===== src/rtl/sarrd_pkg.sv =====
package sarrd_pkg;
   // converter resolution and frame layout
   localparam int RES_BITS = 12;
   localparam int LEAD_ZEROS = 4;
   localparam int FRAME_BITS = LEAD_ZEROS + RES_BITS;
   localparam int CNT_W = 5;
   localparam int BIT_W = 4;
   localparam logic [CNT_W-1:0] FRAME_LEN = 5'h10;
   localparam logic [CNT_W-1:0] ZERO_LEN = 5'h04;
   // first serial clock rising edge that decides a result bit
   localparam logic [CNT_W-1:0] SAR_FIRST_RISE = 5'h03;
   localparam logic [BIT_W-1:0] SAR_MSB = 4'hb;
   localparam logic [BIT_W-1:0] SAR_LSB = 4'h0;
   localparam logic [RES_BITS-1:0] CODE_ZERO = 12'h000;
   localparam logic [CNT_W-1:0] CNT_ZERO = 5'h00;
   localparam logic [CNT_W-1:0] CNT_ONE = 5'h01;
   localparam logic [BIT_W-1:0] BIT_ONE = 4'h1;

   typedef enum logic [1:0] {
      SARRD_IDLE = 2'b00,
      SARRD_CONV = 2'b01,
      SARRD_READ = 2'b11,
      SARRD_DONE = 2'b10
   } sarrd_state_t;
endpackage


===== src/rtl/sarrd_top.sv =====
`timescale 1ns/1ps
// Functional notes
// RQ1 - A falling frame select (active low) from the host samples the input and starts a conversion.
// RQ2 - The frame select also frames the transfer; result bits are driven only while it is low.
// RQ3 - The serial result output advances one bit on every falling serial clock edge.
// RQ4 - Each frame carries four zero bits followed by the twelve result bits, sixteen in all.
// RQ5 - The twelve result bits follow the zeros straight away, most significant bit first.
// RQ6 - The result is twos complement, so negative differential inputs set the top bit.
// RQ7 - The host serial clock paces the approximation steps as well as the read-out.
// RQ8 - Full scale positive is 0111..1 reached from 0111..0, most negative is 1000..0.
// RQ9 - Zero differential input sits at the step from all ones to all zeros.
// RQ10 - A conversion takes sixteen serial clock periods, which the host supplies per frame.
// RQ11 - The host keeps the serial clock between 10 kHz and 10 MHz.
// RQ12 - The host waits at least 60 ns after a read before lowering frame select again.
// RQ13 - After the sixteenth bit the host raises frame select and the output is released.
module sarrd_top
   import sarrd_pkg::*;
#(
   parameter int RES_W = RES_BITS
)
(
   input wire logic mclk,
   input wire logic rst_n,
   input wire logic frame_sel_n,
   input wire logic serial_clk,
   input wire logic comp_above,
   output logic [RES_W-1:0] dac_trial_code,
   output logic track_hold,
   output logic serial_result_out,
   output logic serial_result_oe,
   output logic [RES_W-1:0] conv_result,
   output logic conv_done
);

   ////////////////////////////////////////////////////////////////////////////////
   // helpers

   // offset binary sar code to twos complement
   function automatic logic [RES_W-1:0] to_twos(input logic [RES_W-1:0] code);
      to_twos = {~code[RES_W-1], code[RES_W-2:0]};
   endfunction

   function automatic logic [RES_W-1:0] bit_mask(input logic [BIT_W-1:0] idx);
      bit_mask = {{(RES_W-1){1'b0}}, 1'b1} << idx;
   endfunction

   ////////////////////////////////////////////////////////////////////////////////
   // pin synchronisers

   logic [1:0] fs_sync_q;
   logic [1:0] sck_sync_q;
   logic [1:0] cmp_sync_q;
   logic fs_prev_q;
   logic sck_prev_q;

   always_ff @(posedge mclk or negedge rst_n)
   begin
      if (!rst_n)
      begin
         fs_sync_q <= 2'b11;
         sck_sync_q <= 2'b11;
         cmp_sync_q <= 2'b00;
         fs_prev_q <= 1'b1;
         sck_prev_q <= 1'b1;
      end
      else
      begin
         fs_sync_q <= {fs_sync_q[0], frame_sel_n};
         sck_sync_q <= {sck_sync_q[0], serial_clk};
         cmp_sync_q <= {cmp_sync_q[0], comp_above};
         fs_prev_q <= fs_sync_q[1];
         sck_prev_q <= sck_sync_q[1];
      end
   end

   logic fs_fall;
   logic fs_high;
   logic sck_fall;
   logic sck_rise;

   assign fs_fall = fs_prev_q & ~fs_sync_q[1]; // see RQ1
   assign fs_high = fs_sync_q[1]; // see RQ2
   assign sck_fall = sck_prev_q & ~sck_sync_q[1];
   assign sck_rise = ~sck_prev_q & sck_sync_q[1];

   ////////////////////////////////////////////////////////////////////////////////
   // frame state

   sarrd_state_t state_q;
   logic [CNT_W-1:0] fall_cnt_q;
   logic [CNT_W-1:0] rise_cnt_q;
   logic [BIT_W-1:0] sar_bit_q;
   logic [RES_W-1:0] sar_code_q;
   logic last_decide;
   logic decide;

   assign decide = (state_q == SARRD_CONV) && sck_rise && !fs_high
      && (rise_cnt_q >= SAR_FIRST_RISE - CNT_ONE); // see RQ7
   assign last_decide = decide && (sar_bit_q == SAR_LSB);

   always_ff @(posedge mclk or negedge rst_n)
   begin
      if (!rst_n)
      begin
         state_q <= SARRD_IDLE;
      end
      else if (fs_high)
      begin
         state_q <= SARRD_IDLE; // see RQ2
      end
      else
      begin
         unique case (state_q)
            SARRD_IDLE:
            begin
               if (fs_fall)
               begin
                  state_q <= SARRD_CONV; // see RQ1
               end
            end
            SARRD_CONV:
            begin
               if (last_decide)
               begin
                  state_q <= SARRD_READ;
               end
            end
            SARRD_READ:
            begin
               if (sck_fall && fall_cnt_q == FRAME_LEN - CNT_ONE)
               begin
                  state_q <= SARRD_DONE; // see RQ10
               end
            end
            SARRD_DONE:
            begin
               state_q <= SARRD_DONE;
            end
         endcase
      end
   end

   // serial clock edge counters within a frame
   always_ff @(posedge mclk or negedge rst_n)
   begin
      if (!rst_n)
      begin
         fall_cnt_q <= CNT_ZERO;
         rise_cnt_q <= CNT_ZERO;
      end
      else if (state_q == SARRD_IDLE)
      begin
         fall_cnt_q <= CNT_ZERO;
         rise_cnt_q <= CNT_ZERO;
      end
      else
      begin
         if (sck_fall && fall_cnt_q != FRAME_LEN)
         begin
            fall_cnt_q <= fall_cnt_q + CNT_ONE; // see RQ3
         end
         if (sck_rise && rise_cnt_q != FRAME_LEN)
         begin
            rise_cnt_q <= rise_cnt_q + CNT_ONE; // see RQ7
         end
      end
   end

   ////////////////////////////////////////////////////////////////////////////////
   // successive approximation

   always_ff @(posedge mclk or negedge rst_n)
   begin
      if (!rst_n)
      begin
         sar_bit_q <= SAR_MSB;
         sar_code_q <= CODE_ZERO;
      end
      else if (state_q == SARRD_IDLE)
      begin
         sar_bit_q <= SAR_MSB;
         sar_code_q <= CODE_ZERO;
      end
      else if (decide)
      begin
         // keep the trial bit only when the input lies above the trial level
         if (cmp_sync_q[1])
         begin
            sar_code_q <= sar_code_q | bit_mask(sar_bit_q); // see RQ7
         end
         if (!last_decide)
         begin
            sar_bit_q <= sar_bit_q - BIT_ONE;
         end
      end
   end

   always_ff @(posedge mclk or negedge rst_n)
   begin
      if (!rst_n)
      begin
         dac_trial_code <= CODE_ZERO;
         track_hold <= 1'b0;
      end
      else
      begin
         dac_trial_code <= (state_q == SARRD_CONV) ? (sar_code_q | bit_mask(sar_bit_q))
            : sar_code_q;
         track_hold <= (state_q == SARRD_CONV); // see RQ1
      end
   end

   // result capture
   always_ff @(posedge mclk or negedge rst_n)
   begin
      if (!rst_n)
      begin
         conv_result <= CODE_ZERO;
         conv_done <= 1'b0;
      end
      else
      begin
         conv_done <= 1'b0;
         if (last_decide)
         begin
            // offset code 0x800 maps to 0x000: midscale and full-scale ends
            conv_result <= to_twos(sar_code_q | (cmp_sync_q[1] ? bit_mask(SAR_LSB)
               : CODE_ZERO)); // see RQ6, RQ8, RQ9
            conv_done <= 1'b1;
         end
      end
   end

   ////////////////////////////////////////////////////////////////////////////////
   // serial read-out

   logic [RES_W-1:0] out_code;
   logic [CNT_W-1:0] next_pos;
   logic [CNT_W-1:0] res_pos;

   assign out_code = to_twos(sar_code_q); // see RQ6
   assign next_pos = fall_cnt_q + CNT_ONE;
   assign res_pos = next_pos - ZERO_LEN;

   always_ff @(posedge mclk or negedge rst_n)
   begin
      if (!rst_n)
      begin
         serial_result_out <= 1'b0;
         serial_result_oe <= 1'b0;
      end
      else if (fs_high)
      begin
         serial_result_out <= 1'b0;
         serial_result_oe <= 1'b0; // see RQ2, RQ13
      end
      else if (state_q == SARRD_IDLE && fs_fall)
      begin
         serial_result_out <= 1'b0; // see RQ4
         serial_result_oe <= 1'b1; // see RQ2
      end
      else if (sck_fall && state_q != SARRD_IDLE && fall_cnt_q != FRAME_LEN)
      begin
         if (next_pos < ZERO_LEN)
         begin
            serial_result_out <= 1'b0; // see RQ4
         end
         else if (next_pos < FRAME_LEN)
         begin
            serial_result_out <= out_code[RES_W-1-res_pos[BIT_W-1:0]]; // see RQ5
         end
         else
         begin
            serial_result_out <= 1'b0;
         end
      end
   end

endmodule


===== config.mk =====
export PLATFORM = sky130hd
export DESIGN_NAME = sarrd_top
export DESIGN_NICKNAME = d
export VERILOG_FILES = /design/src/rtl/sarrd_pkg.sv /design/src/rtl/sarrd_top.sv
export SDC_FILE = /design/constraint.sdc
export NUM_CORES = 1
export LEC_CHECK = 0
export ABC_CLOCK_PERIOD_IN_PS = 3600
export BUFFER_PORTS_ARGS = -buffer_cell sky130_fd_sc_hd__buf_2
export CAP_MARGIN = 15
export CORE_MARGIN = 4
export CORE_UTILIZATION = 50
export CTS_CLUSTER_SIZE = 40
export DETAILED_ROUTE_END_ITERATION = 6
export PLACE_DENSITY = 0.7
export SYNTH_ARGS = -nofsm -noshare
export SYNTH_HDL_FRONTEND = slang
export SYNTH_SLANG_ARGS = --single-unit
export TNS_END_PERCENT = 30

===== constraint.sdc =====
create_clock -name mclk -period 3.6 [get_ports mclk]
set_input_delay 0.18 -clock mclk [delete_from_list [all_inputs] [get_ports mclk]]
set_output_delay 0.18 -clock mclk [all_outputs]
set_load 0.05 [all_outputs]

==> out/results.tsv <==
metric	value	unit
leakagePower	1.67	nW
fp-row-count	27	
synth-async-reset-ratio	100	%
grt_max_degree	43	
drt_wl_total	5.55	mm
ys_types	42	
die_w	83.0	um
grt_antenna_before_repair	0	
overflow	0	
synth_seq_cells	64	
cts_setup_buffers	0	
drv_slew	0	
maxCapViolCount	0	
nets	305	
synth_edf_count	0	
avgSynthCellArea	11.4	um2
finalHoldViolCount	0	
cp_max_fo	16	
syn_area	2820	um2
crit_chain	inv_1 -> ha_1 -> or3b_1 -> or3_1 -> mux2_4	
rr_worst_depth	5	
total_power	1.41	mW
crit_path_start	sar_bit_q[0]$_DFFE_PN1P_	
synthFlopType	dfrtp_1	
ctsResizeCount	0	
first_global_vias	1952	
slew_headroom	37.5	%
clock_skew	10.6	ps
grt_use_total	18.0	%
area_delta_synth_final	15.9	%
grt_pass1_wl	9.67	mm
worst_path_max_delay_cell	or3_1	
numCtsBuffers	9	
synth_warnings	0	
numPortBuffers	32	
synth_seq_area_share	57.3	%
r2r_slack	1210	ps
dp.cells	346	
status	complete, no violations	
max_slew.worst_pin.slew	937	ps
die_h	83.0	um
pwr_density_cell	433	nW/um2
drcViolationCount	0	
path_class	flip-flop to flip-flop	
drt_iter0_drc	160	
drive_gt1_share	24.5	%
rsz0062_at_grt	no	
io_pins	33	
cp-start-kind	flip-flop	
clockBufferDepth	2	
place.gp.congestion	0.840	
ir_drop	0.289	mV
max_freq	418	MHz
instances_no_fill	366	
cts.htree.levels	3	
clk_latency	350	ps
clock_sinks	64	
root_buffer	clkbuf_8	
via_count	1913	
synth_top_area_share	48.9	%
yosys-top-cells-area	dfrtp_1, dfstp_2, nor2_1	
synth_cells	247	
synth_nets	263	
max_stage_delay	700	ps
routedWlPerCell	15.2	um
cts_hold_buf	4	
fin_setup_tns	0	ps
cts_tree	built	
holdCritStartpoint	fs_sync_q[0]$_DFF_PN1_	
fin_util	59.6	%
die-area	6890	um2
finalCriticalPeriod	2390	ps
synthTopCellsByCount	dfrtp_1, nor2_1, a21oi_1	
vias_per_cell	5.23	
hp-class	flip-flop to flip-flop	
crit_end	conv_result[7]$_DFFE_PN0P_	
r2r-start	sar_bit_q[0]$_DFFE_PN1P_	
r2r-end	conv_result[7]$_DFFE_PN0P_	
cp-end-kind	flip-flop	
setup_viol	0	
yosys.area.top_type	dfrtp_1	
path_clk_slew	70	ps
drt_pre_antenna_iters	4	
yosysMostFrequentCell	dfrtp_1	
worstPathArrival	2630	ps
required	3840	ps
ant_nets	0	
antenna_cells	0	
core_area	5470	um2
hpwlAfterDp	3.77	mm
final.period_utilization	66.5	%
start_util	51.4	%
==> logic make-up (layout without fill, tap and decap cells) <==
family          Yosys count  after routing  share of synthesized area [%]
compound gates           48             48                           10.6
xor+xnor                 10             10                           3.11
fa+ha+maj                11             11                           4.89
buf+inv                  23             70                           3.78
flops                    64             64                           57.3
mux                      17             17                           8.27
simple gates             74             74                           12.0
==> registers in the layout (all words and copies together) (netlist names), 2 cells and up <==
register        cells
rise_cnt_q          5
sar_bit_q           4
dac_trial_code     12
fs_sync_q           2
sar_code_q         12
fall_cnt_q          5
state_q             2
sck_sync_q          2
cmp_sync_q          2
conv_result        12
==> worst min-delay path by stage <==
stage | end | slack, ps | cells past startpoint
after floorplan | cmp_sync_q[0]$_DFF_PN0_ | -120 | 0
after global placement | fs_sync_q[0]$_DFF_PN1_ | 280 | 1
after detailed placement | sck_sync_q[0]$_DFF_PN1_ | 290 | 1
after CTS | sck_sync_q[1]$_DFF_PN1_ | 360 | 0
after global routing | fs_sync_q[1]$_DFF_PN1_ | 360 | 0
final | fs_sync_q[1]$_DFF_PN1_ | 350 | 0
==> through the flow <==
step | hold slack, ps | worst slack (ps) | cell area (um2)
CTS | 357 | 1200 | 3260
global placement | 285 | 1290 | 3030
finish | 354 | 1210 | 3260
detailed placement | 287 | 1210 | 3030
global route | 362 | 1100 | 3260
floorplan | -116 | 1470 | 2820
==> per-layer routing <==
| layer | track usage [%] | wire, um | vias up |
|---|---|---|---|
| met1 | 23.5 | 2540 | 931 |
| li1 | - | - | 928 |
| met5 | 0 | 0 | - |
| met3 | 5.85 | 283 | 11 |
| met2 | 27.4 | 2640 | 43 |
| met4 | 8.02 | 91 | 0 |
==> layout make-up <==
cell class / count / area [um2]
clock buffers: 11 / 131
clock inverters: 5 / 57.6
fillers: 475 / 2210
inverters: 16 / 60.1
multi-input cells: 160 / 1100
flip-flops and latches: 64 / 1610
well taps: 72 / 90.1
repair buffers: 38 / 215
==> cells in the final DEF, fill, tap and decap left out, types with 8 or more instances in the layout <==
cell / count
a21o_1: 9
a21oi_1: 18
buf_2: 32
clkbuf_8: 9
dfrtp_1: 55
dfstp_2: 9
ha_1: 11
inv_1: 16
mux2_2: 8
nand2_1: 14
nor2_1: 38
o21ai_0: 9
==> where the power goes <==
group | switching [mW] | internal, mW | leakage [nW] | total [mW]
clock | 0.273 | 0.320 | 0.0973 | 0.593
combinational | 0.0506 | 0.0231 | 0.727 | 0.0737
sequential | 0.0121 | 0.733 | 0.851 | 0.745
==> worst max-delay path: cells and delay by family (launching register included) <==
family | cells | cell delay (ps)
adders and majority gates | 1 | 260
DFF | 1 | 390
and+or+nand+nor | 2 | 1110
buffers and inverters | 1 | 120
muxes | 1 | 410
Power figures use the tool's default switching activity.
